### config.mk
export PLATFORM = sky130hd
export DESIGN_NAME = mss_stats
export DESIGN_NICKNAME = d
export VERILOG_FILES = /design/src/core/mss_pkg.sv /design/src/core/mss_tally.sv /design/src/core/mss_stats.sv
export VERILOG_INCLUDE_DIRS = /design/src /design/src/core
export SDC_FILE = /design/constraint.sdc
export NUM_CORES = 1
export LEC_CHECK = 0
export BUFFER_PORTS_ARGS = -buffer_cell sky130_fd_sc_hd__buf_2
export CORE_ASPECT_RATIO = 0.9
export CORE_MARGIN = 2
export CORE_UTILIZATION = 56
export DETAILED_ROUTE_END_ITERATION = 8
export PLACE_DENSITY = 0.74
export REMOVE_ABC_BUFFERS = 1
export SLEW_MARGIN = 5
export SYNTH_ARGS = -nofsm -noshare
export SYNTH_HDL_FRONTEND = slang
export SYNTH_SLANG_ARGS = --single-unit
### constraint.sdc
create_clock -name MCLK -period 2.1 [get_ports MCLK]
set_input_delay 0.42 -clock MCLK [delete_from_list [all_inputs] [get_ports MCLK]]
set_output_delay 0.42 -clock MCLK [all_outputs]
set_load 0.05 [all_outputs]
### src/core/mss_regs.svh
`ifndef MSS_REGS_SVH
`define MSS_REGS_SVH

// command selectors for the configuration command port
`define MSS_SEL_TX_BYTE      4'h0
`define MSS_SEL_RX_FAULT     4'h1
`define MSS_SEL_GOOD_FRAME   4'h2
`define MSS_SEL_ACK_TIMEOUT  4'h3
`define MSS_SEL_DELIV_FAIL   4'h4
`define MSS_SEL_ACKED_UNI    4'h5
`define MSS_SEL_LAST_RSSI    4'h6
`define MSS_SEL_UNI_HOP      4'h7
`define MSS_SEL_BC_HOP       4'h8
`define MSS_SEL_OPTIONS      4'h9

// number of tallies and the first one that saturates
`define MSS_NUM_TALLY        6
`define MSS_FIRST_SAT        1

// reset values and the tally maximum
`define MSS_TALLY_RST        16'h0000
`define MSS_TALLY_MAX        16'hFFFF
`define MSS_RSSI_RST         8'h00
`define MSS_UNI_HOP_RST      16'h00CF
`define MSS_BC_HOP_RST       16'h01BE
`define MSS_OPT_RST          3'h0

// node messaging option field bits
`define MSS_OPT_COORD        0
`define MSS_OPT_NOROUTE      1
`define MSS_OPT_POLL         2

// poll interval: time in ms and clock rate in kHz
`define MSS_POLL_MS          100
`define MSS_CLK_KHZ          100000

`endif

### src/core/mss_pkg.sv
`default_nettype none
package mss_pkg;
  typedef logic [3:0]  mss_sel_t;
  typedef logic [15:0] mss_word_t;
  typedef logic [2:0]  mss_opt_t;
endpackage
`default_nettype wire

### src/core/mss_tally.sv
`default_nettype none
`include "mss_regs.svh"
module mss_tally #(
  parameter int WIDTH    = 16,
  parameter bit SATURATE = 1'b1
) (
  input  wire logic             clk,
  input  wire logic             rst_n,
  input  wire logic             load,
  input  wire logic [WIDTH-1:0] load_val,
  input  wire logic             event_hit,
  output var  logic [WIDTH-1:0] count
);
  localparam logic [WIDTH-1:0] CNT_MAX = {WIDTH{1'b1}};

  generate
    if (WIDTH < 1) begin : g_bad
      $error("mss_tally: WIDTH must be at least 1");
    end
  endgenerate

  // a load wins over a coinciding event; the event is dropped
  always_ff @(posedge clk) begin
    if (!rst_n) begin
      count <= '0;
    end else if (load) begin
      count <= load_val;
    end else if (event_hit) begin
      if (SATURATE && count == CNT_MAX) begin
        count <= count;
      end else begin
        count <= count + 1'b1; // wraps to zero when not saturating
      end
    end
  end
endmodule
`default_nettype wire

### src/core/mss_stats.sv
// Function
// - count one per physical-layer byte sent in the transmit byte tally
// - transmit byte tally wraps from its maximum back to zero
// - software may load any 16-bit value into each tally
// - read-only last packet signal strength, magnitude of negative dBm
// - receive fault tally counts packets with integrity errors
// - good frame tally counts good frames with valid MAC header
// - ack timeout tally counts MAC acknowledgement timeouts on unicasts
// - delivery fail tally counts transmissions that exhausted all retries
// - acked unicast tally counts unicasts that request acknowledgement
// - all tallies except the transmit byte tally saturate at maximum
// - read-only unicast hop timeout, default value, recomputed on change
// - read-only broadcast hop timeout, default value, recomputed on change
// - coordinator bit holds point-to-multipoint unicasts until polled
// - no-route bit stops broadcast propagation, mesh relaying and repeating
// - poller bit sends periodic message requests to the coordinator
// - a routing node repeats received broadcasts
`default_nettype none
`include "mss_regs.svh"
module mss_stats #(
  parameter int POLL_CYCLES = `MSS_POLL_MS * `MSS_CLK_KHZ
) (
  input  wire logic                MCLK,
  input  wire logic                RST_N,
  input  wire logic                TX_BYTE,
  input  wire logic                RX_FAULT,
  input  wire logic                RX_GOOD,
  input  wire logic                ACK_TIMEOUT,
  input  wire logic                RETRY_EXHAUSTED,
  input  wire logic                ACKED_UNICAST,
  input  wire logic                RSSI_VALID,
  input  wire logic [7:0]          RSSI_VAL,
  input  wire logic                MAC_PARAM_CHG,
  input  wire mss_pkg::mss_word_t  UNI_HOP_IN,
  input  wire mss_pkg::mss_word_t  BC_HOP_IN,
  input  wire logic                RX_BCAST,
  input  wire logic                RELAY_REQ,
  input  wire logic                P2MP_UNICAST,
  input  wire logic                POLL_SEEN,
  input  wire logic                CMD_WR,
  input  wire logic                CMD_RD,
  input  wire mss_pkg::mss_sel_t   CMD_SEL,
  input  wire mss_pkg::mss_word_t  CMD_WDATA,
  output var  mss_pkg::mss_word_t  CMD_RDATA,
  output var  logic                CMD_RVALID,
  output var  logic                CMD_ERR,
  output var  logic                COORD_EN,
  output var  logic                ROUTE_DIS,
  output var  logic                POLL_EN,
  output var  logic                BCAST_FWD,
  output var  logic                RELAY_OK,
  output var  logic                P2MP_HOLD,
  output var  logic                P2MP_SEND,
  output var  logic                POLL_REQ
);

  localparam int NT = `MSS_NUM_TALLY;

  generate
    if (POLL_CYCLES < 2) begin : g_bad_poll
      $error("mss_stats: POLL_CYCLES must be at least 2");
    end
  endgenerate

  // true when a selector addresses tally number idx
  function automatic logic tally_hit(input mss_pkg::mss_sel_t sel,
                                     input int                idx);
    tally_hit = (sel == mss_pkg::mss_sel_t'(idx));
  endfunction

  // true when an option value is one that the node can serve
  function automatic logic opt_legal(input mss_pkg::mss_opt_t v);
    opt_legal = !(v[`MSS_OPT_COORD] && v[`MSS_OPT_POLL]);
  endfunction

  // true for selectors that accept a write
  function automatic logic sel_writable(input mss_pkg::mss_sel_t sel);
    sel_writable = (sel <= `MSS_SEL_ACKED_UNI) || (sel == `MSS_SEL_OPTIONS);
  endfunction

  // true for selectors that exist at all
  function automatic logic sel_mapped(input mss_pkg::mss_sel_t sel);
    sel_mapped = (sel <= `MSS_SEL_OPTIONS);
  endfunction

  mss_pkg::mss_word_t tally_cnt [NT];
  logic [NT-1:0]      tally_evt;
  logic [NT-1:0]      tally_ld;
  logic [7:0]         last_rssi_r;
  mss_pkg::mss_word_t uni_hop_r;
  mss_pkg::mss_word_t bc_hop_r;
  mss_pkg::mss_opt_t  opt_r;
  logic               wr_ok;
  logic [31:0]        poll_cnt_r;
  logic [31:0]        poll_cnt_nxt;

  // event sources are on MCLK already, so they go straight in
  assign tally_evt[0] = TX_BYTE;
  assign tally_evt[1] = RX_FAULT;
  assign tally_evt[2] = RX_GOOD;
  assign tally_evt[3] = ACK_TIMEOUT;
  assign tally_evt[4] = RETRY_EXHAUSTED;
  assign tally_evt[5] = ACKED_UNICAST;

  // a write is taken only to a writable selector; an option value with
  // both coordinator and poller set is refused and flagged instead
  always_comb begin
    wr_ok = CMD_WR && sel_writable(CMD_SEL);
    if (CMD_SEL == `MSS_SEL_OPTIONS &&
        !opt_legal(mss_pkg::mss_opt_t'(CMD_WDATA[2:0]))) begin
      wr_ok = 1'b0;
    end
  end

  // software load strobes, one per tally
  always_comb begin
    for (int i = 0; i < NT; i++) begin
      tally_ld[i] = wr_ok && tally_hit(CMD_SEL, i);
    end
  end

  // the byte tally wraps, the rest saturate
  generate
    for (genvar g = 0; g < NT; g++) begin : g_tally
      mss_tally #(
        .WIDTH    (16),
        .SATURATE (g >= `MSS_FIRST_SAT)
      ) u_tally (
        .clk       (MCLK),
        .rst_n     (RST_N),
        .load      (tally_ld[g]),
        .load_val  (CMD_WDATA),
        .event_hit (tally_evt[g]),
        .count     (tally_cnt[g])
      );
    end
  endgenerate

  // signal strength of the last packet; software cannot write it
  always_ff @(posedge MCLK) begin
    if (!RST_N) begin
      last_rssi_r <= `MSS_RSSI_RST;
    end else if (RSSI_VALID) begin
      last_rssi_r <= RSSI_VAL;
    end
  end

  // hop timeouts are recomputed by the MAC; we latch its result when a
  // parameter change is announced
  always_ff @(posedge MCLK) begin
    if (!RST_N) begin
      uni_hop_r <= `MSS_UNI_HOP_RST;
      bc_hop_r  <= `MSS_BC_HOP_RST;
    end else if (MAC_PARAM_CHG) begin
      uni_hop_r <= UNI_HOP_IN;
      bc_hop_r  <= BC_HOP_IN;
    end
  end

  // node messaging option field
  always_ff @(posedge MCLK) begin
    if (!RST_N) begin
      opt_r <= `MSS_OPT_RST;
    end else if (wr_ok && CMD_SEL == `MSS_SEL_OPTIONS) begin
      opt_r <= mss_pkg::mss_opt_t'(CMD_WDATA[2:0]);
    end
  end

  // option bits out, registered so every output leaves a flop
  always_ff @(posedge MCLK) begin
    if (!RST_N) begin
      COORD_EN  <= 1'b0;
      ROUTE_DIS <= 1'b0;
      POLL_EN   <= 1'b0;
    end else begin
      COORD_EN  <= opt_r[`MSS_OPT_COORD];
      ROUTE_DIS <= opt_r[`MSS_OPT_NOROUTE];
      POLL_EN   <= opt_r[`MSS_OPT_POLL];
    end
  end

  // broadcast repeat and mesh relay decisions, one cycle after the request
  always_ff @(posedge MCLK) begin
    if (!RST_N) begin
      BCAST_FWD <= 1'b0;
      RELAY_OK  <= 1'b0;
    end else begin
      BCAST_FWD <= RX_BCAST && !opt_r[`MSS_OPT_NOROUTE];
      RELAY_OK  <= RELAY_REQ && !opt_r[`MSS_OPT_NOROUTE];
    end
  end

  // point-to-multipoint unicasts: a coordinator holds them until a poll
  // arrives; without the coordinator bit they go out at once
  always_ff @(posedge MCLK) begin
    if (!RST_N) begin
      P2MP_HOLD <= 1'b0;
      P2MP_SEND <= 1'b0;
    end else begin
      P2MP_SEND <= 1'b0;
      if (!opt_r[`MSS_OPT_COORD]) begin
        P2MP_HOLD <= 1'b0;
        P2MP_SEND <= P2MP_UNICAST || P2MP_HOLD;
      end else if (P2MP_HOLD && POLL_SEEN) begin
        P2MP_HOLD <= P2MP_UNICAST; // a new arrival starts a fresh hold
        P2MP_SEND <= 1'b1;
      end else if (P2MP_UNICAST) begin
        P2MP_HOLD <= 1'b1;
      end
    end
  end

  // poll interval timer; it idles at zero while polling is off so the
  // first poll comes one full interval after the bit is set
  always_comb begin
    poll_cnt_nxt = poll_cnt_r;
    if (!opt_r[`MSS_OPT_POLL]) begin
      poll_cnt_nxt = '0;
    end else if (poll_cnt_r == 32'(POLL_CYCLES - 1)) begin
      poll_cnt_nxt = '0;
    end else begin
      poll_cnt_nxt = poll_cnt_r + 32'h0000_0001;
    end
  end

  always_ff @(posedge MCLK) begin
    if (!RST_N) begin
      poll_cnt_r <= '0;
    end else begin
      poll_cnt_r <= poll_cnt_nxt;
    end
  end

  // one-cycle poll request at the end of each interval
  always_ff @(posedge MCLK) begin
    if (!RST_N) begin
      POLL_REQ <= 1'b0;
    end else begin
      POLL_REQ <= opt_r[`MSS_OPT_POLL] &&
                  poll_cnt_r == 32'(POLL_CYCLES - 1);
    end
  end

  // read path: data and valid one cycle after the request; a read shows
  // the value held before any write in the same cycle
  always_ff @(posedge MCLK) begin
    if (!RST_N) begin
      CMD_RDATA  <= 16'h0000;
      CMD_RVALID <= 1'b0;
    end else begin
      CMD_RVALID <= CMD_RD && sel_mapped(CMD_SEL);
      if (CMD_RD) begin
        unique case (CMD_SEL)
          `MSS_SEL_TX_BYTE:     CMD_RDATA <= tally_cnt[0];
          `MSS_SEL_RX_FAULT:    CMD_RDATA <= tally_cnt[1];
          `MSS_SEL_GOOD_FRAME:  CMD_RDATA <= tally_cnt[2];
          `MSS_SEL_ACK_TIMEOUT: CMD_RDATA <= tally_cnt[3];
          `MSS_SEL_DELIV_FAIL:  CMD_RDATA <= tally_cnt[4];
          `MSS_SEL_ACKED_UNI:   CMD_RDATA <= tally_cnt[5];
          `MSS_SEL_LAST_RSSI:   CMD_RDATA <= {8'h00, last_rssi_r};
          `MSS_SEL_UNI_HOP:     CMD_RDATA <= uni_hop_r;
          `MSS_SEL_BC_HOP:      CMD_RDATA <= bc_hop_r;
          `MSS_SEL_OPTIONS:     CMD_RDATA <= {13'h0000, opt_r};
          default:              CMD_RDATA <= 16'h0000; // unmapped
        endcase
      end
    end
  end

  // error pulse: unmapped read, write to a read-only or unmapped
  // selector, or an illegal option value
  always_ff @(posedge MCLK) begin
    if (!RST_N) begin
      CMD_ERR <= 1'b0;
    end else begin
      CMD_ERR <= (CMD_RD && !sel_mapped(CMD_SEL)) ||
                 (CMD_WR && !wr_ok);
    end
  end

endmodule
`default_nettype wire

# After elaboration in Yosys (flattened, before gate mapping)
# Cells that the tools add are included.
# W data, S select, Z words.
[classes] addsub=7 order_cmp=2 eq_ne=20 n_mux=23 n_bitwise=2 reduce_logical=38
[op_table] cell="$mux W16" count=17
[op_table] cell="$pmux W16 S10" count=1
[op_table] cell="$add A16 B1 Y16 const B" count=6
[op_table] cell="$eq A16 B16 Y1 const B" count=5
[op_table] cell="$add A32 B1 Y32 const B" count=1
[op_table] cell="$eq A32 B24 Y1 const B" count=1
[op_table] cell="$logic_and A1 B1 Y1" count=17
[op_table] cell="$eq A4 B3 Y1 const B" count=4
[op_table] cell="$reduce_bool A2 Y1" count=7
[op_table] cell="$reduce_and A2 Y1" count=6
[op_table] cell="$ne A2 B1 Y1 const B" count=5
[op_table] cell="$eq A4 B2 Y1 const B" count=2
[op_table] cell="$eq A4 B4 Y1 const B" count=2
[op_table] cell="$mux W1" count=5
[op_table] cell="$eq A4 B1 Y1 const B" count=1
[op_table] cell="$le A4 B3 Y1 const B" count=1
[op_table] cell="$le A4 B4 Y1 const B" count=1
[op_table] cell="$logic_not A4 Y1" count=1
[op_table] cell="$logic_not A1 Y1" count=3
[op_table] cell="$logic_or A1 B1 Y1" count=3
[op_table] cell="$reduce_or A3 Y1" count=1
[op_table] cell="$not A1 Y1" count=2
[totals] reg_bits=197 input_bits=76 output_inout_bits=26 word_cells=114

# Depth between registers and ports, before layout
[depth] ltp_word=7 depth_mapped=8 mapped_depth_nobuf=6

# Cells and area by module
# A second synthesis with hierarchy kept.
[unflattened] cells_unflattened=1270 hier_area_um2=11278.3
[by_module_without_submodules] mod="mss_tally at g_tally[1].u_tally ..." instances=5 cells_each=132 area_per_inst_um2=1086.0 seq_area_each_um2=320.3
[by_module_without_submodules] mod="mss_stats" instances=1 cells_each=511 area_per_inst_um2=4928.5 seq_area_each_um2=2021.9
[by_module_without_submodules] mod="mss_tally at g_tally[0].u_tally" instances=1 cells_each=99 area_per_inst_um2=919.6 seq_area_each_um2=320.3

# Worst setup path after synthesis
# OpenSTA, ideal clock, no wires.
[synth_timing] kind="in2reg" start="in CMD_SEL[2]" end="reg CMD_RDATA[13]" setup_time_ps=127 t_arrival_ps=1649 required_time_ps=1973 path_slack_ps=324 stages=7 path_buffers=2 cell_sequence="buf_2 buf_2 mux2_2 a32oi_1 o22ai_1 a221oi_1 o21ai_0"
[synth_via] elab_chain_len=2 elab_cells_between_ends=11 cone_classes="9 x eq/ne; 1 x mux; 1 x reduce/logical"
[synth_lines] item="start, declared" line="mss_stats.sv:42" text="input wire mss_pkg::mss_sel_t CMD_SEL,"
[synth_lines] item="$eq A4 B4 Y1 (tied with other cells)" line="mss_stats.sv:253" text="unique case (CMD_SEL)"
[synth_lines] item="$pmux W16 S10 (*)" line="mss_stats.sv:253"
[synth_lines] item="end signal, assigned" line="mss_stats.sv:254" text="`MSS_SEL_TX_BYTE: CMD_RDATA <= tally_cnt[0];"
[synth_lines] item="end signal, assigned" line="mss_stats.sv:255" text="`MSS_SEL_RX_FAULT: CMD_RDATA <= tally_cnt[1];"
[synth_lines] item="end signal, assigned" line="mss_stats.sv:256" text="`MSS_SEL_GOOD_FRAME: CMD_RDATA <= tally_cnt[2];"
[synth_lines] item="end, declared" line="mss_stats.sv:44" text="output var mss_pkg::mss_word_t CMD_RDATA,"
# Every way passes the cells marked *; elsewhere a longest branch is shown, timed or not.
# A chain may end at the register's enable or synchronous reset.

# Final worst setup path
[layout_timing] start="reg poll_cnt_r[8]" end="reg poll_cnt_r[26]"
[layout_via] elab_chain_len=2 elab_cells_between_ends=3 cone_classes="1 x add/sub; 1 x eq/ne; 1 x reduce/logical"
[layout_lines] item="start, declared" line="mss_stats.sv:94" text="logic [31:0] poll_cnt_r;"
[layout_lines] item="start signal, assigned" line="mss_stats.sv:230" text="poll_cnt_r <= poll_cnt_nxt;"
[layout_lines] item="parallel branches: the longest is 2 deep, another holds $add A32 B1 Y32"
# Several ways; the timed one is not identified.

==> results.md <==
- Status: completed
- Vias in the first global route: 9,626
- Setup Skew: a little over 10 ps
- Post-CTS Resized: 0
- Peak VDD IR: 528 uV
- Initial antenna violation count: 2
- Top-count cell post-synth: dfxtp_1
- TritonCTS clock tree: yes
- Setup Fix Bufs, Post-CTS: 0
- Gr ovfl total: 0
- Fin crit period: 1950 ps
- Main synth FF type: dfxtp_1
- WS Path Type: reg2reg
- EDFF count, synth: 0
- RSZ-0062 raised after global routing: no
- GRT Overall Usage: a little over a third
- Max-Cap Viols: 0
- Fraction of registers with async set/reset: 0%
- Hold Buf Count CTS: 0
- # setup viols final: 0
- Routed Antenna Nets: 0
- Via count: 10,600
- Initial Util: roughly 57%
- GPL Wtd Cong: slightly below 1
- Row cnt: 47
- Crit end category: flop
- Vias per Instance: 6.44
- Die H: between 100 and 150 um
- P per Cell Area: roughly 660 mW/mm^2
- Design Power: between 8 and 9 mW
- Die area: between 0.015 and 0.02 mm^2
- Antenna diode count: 0
- Critical-path maximum fanout: 7
- Mapped Area: between 0.01 and 0.015 mm^2
- Post-DP HPWL: 27.2 mm
- Synthesized area per cell: between 8 and 9 um^2
- Fin cells: approximately 1,600
- Area contributors post-synth: dfxtp_1, mux2i_1, a21oi_1
- Placement Cell Area: roughly 0.012 mm^2
- Port bufs: between 100 and 150
- Core area: around 0.018 mm^2
- Worst-case clock buffer depth: 2
- CTS Buf Count: 17
- Worst Max-Slew Pin Slew: 540 ps
- Cells after Synth: roughly 1,300
- Finished Cell Area: about 0.012 mm^2
- Yosys warning count: 0
- Pleak: between 4 and 5 nW
- HP Class: in2reg
- Sum Neg Setup Slack: 0 ps
- CP arrival: about 2300 ps
- Post-synth top cells: dfxtp_1, a21oi_1, nand2_1, nor2_1, o21ai_0
- CTS H-tree lvls: 4
- Root Driver: clkbuf_16
- Top Ports: 102
- Share of cells above drive strength 1: a little under a fifth
- Final Cycle Share: between 90% and 100%
- Placed cells: 1,617
- Largest net degree at the start of global routing: 58
- First-pass GRT wire length: approximately 55 mm
- Fillers: ~1,600
- Total wire length: ~36 mm
- Worst-skew pair later-pin latency: between 400 and 500 ps
- Number of nets in the layout: approximately 1,500
- Clk slew on worst S/H paths: roughly 80 ps
- Synth top area share: about 37%
- Worst setup SP type: flop
- Data required, critical path: 2450 ps
- Flops & latches, synth: around 200
- Pins Over Slew Limit: 0
- Largest area contributor in the netlist: dfxtp_1
- Initial DRC Count: 1,225
- Clk sink count: approximately 200
- DRC: 0
- Library cells used by synthesis: 80
- Final hold violations: 0
- Total iterations of the first detailed-routing run: 6
- Register area share after synthesis: ~37%
- Layout area overhead: 17.6%
- Die Wd: ~150 um
- Finished Core Util: roughly two thirds
- Rel. slew slack: between 60% and 70%
- Max Clk Rate: 512 MHz
- DR WL/cell: 21.9 um
## metal layers
layer	GRT usage, %	part of all wire (%)	vias to the layer above
met5	0	0.019	-
met4	12.4	3.5	2
li1	-	-	5001
met1	50.9	43	4984
met2	55.9	45	550
met3	6.09	9.2	84
## registers in the layout, summed over array words and instances (netlist names), 3 cells and up
| signal | count |
|---|---|
| g_tally.u_tally.count | 96 |
| poll_cnt_r | 32 |
| CMD_RDATA | 16 |
| bc_hop_r | 16 |
| uni_hop_r | 16 |
| last_rssi_r | 8 |
| opt_r | 3 |
## cell type report
cell class / instances / area (um^2) / area share (%)
clock buffer: 17 / 425 / 3.43
clock inverter: 15 / 163 / 1.31
inverter: 16 / 60.1 / 0.484
multi-input combinational: 963 / 6190 / 49.9
sequential: 197 / 3940 / 31.8
tap: 245 / 307 / 2.47
timing repair buffer: 196 / 1320 / 10.6
## final timing paths
kind	from	to	slack (ps)	cells after the start
max reg2reg	poll_cnt_r[8]$_SDFF_PP0_	poll_cnt_r[26]$_SDFF_PP0_	150	6
max	poll_cnt_r[8]$_SDFF_PP0_	poll_cnt_r[26]$_SDFF_PP0_	150	6
min reg2reg	poll_cnt_r[0]$_SDFF_PP0_	poll_cnt_r[0]$_SDFF_PP0_	440	1
min	BC_HOP_IN[8]	bc_hop_r[8]$_SDFFE_PN1P_	190	3
## power breakdown
group / switching [mW] / internal, mW
Combinational: 0.534 / 0.354
Sequential: 0.136 / 3.85
Clock: 1.65 / 1.70
Total: 2.32 / 5.90
## cells in the final DEF (no fill, tap or decap), types with 17 or more instances in the layout
cell type  count
a21oi_1      100
dfxtp_1      197
and3_1        36
nor2_1        99
xnor2_1       40
buf_2        101
nand2_1       99
nand4_1       30
clkbuf_16     17
and4_1        19
nand3_1       61
xor2_1        31
o21ai_0       90
nor3_1        36
buf_4         87
mux2i_1       66
## per-stage QoR
step                      hold slack (ps)  setup WS, ps
final                                 185           148
after global routing                  196          12.4
after CTS                             179           206
after detailed placement              431         -3.72
after global placement                429          1.16
after floorplan                       413        -0.843
## critical path, cell delays in order (launching register included)
cell	delay, ps
dfxtp_1	430
and4_1	270
nand4_1	240
buf_4	240
nor3_1	240
a31oi_1	140
a311oi_1	280
## kinds of logic (layout without fill, tap and decap cells)
| logic type | count (synthesis) | after routing | share of synthesized area (%) |
|---|---|---|---|
| xor gates and xnor gates | 71 | 71 | 5.90 |
| AOI/OAI and AO/OA | 349 | 349 | 21.4 |
| buffers and inverters | 99 | 244 | 3.93 |
| muxes | 76 | 76 | 7.55 |
| adders and majority gates | 7 | 7 | 0.831 |
| and+or+nand+nor | 460 | 460 | 23.0 |
| DFF | 197 | 197 | 37.4 |
(Power assumes the default switching activity.)
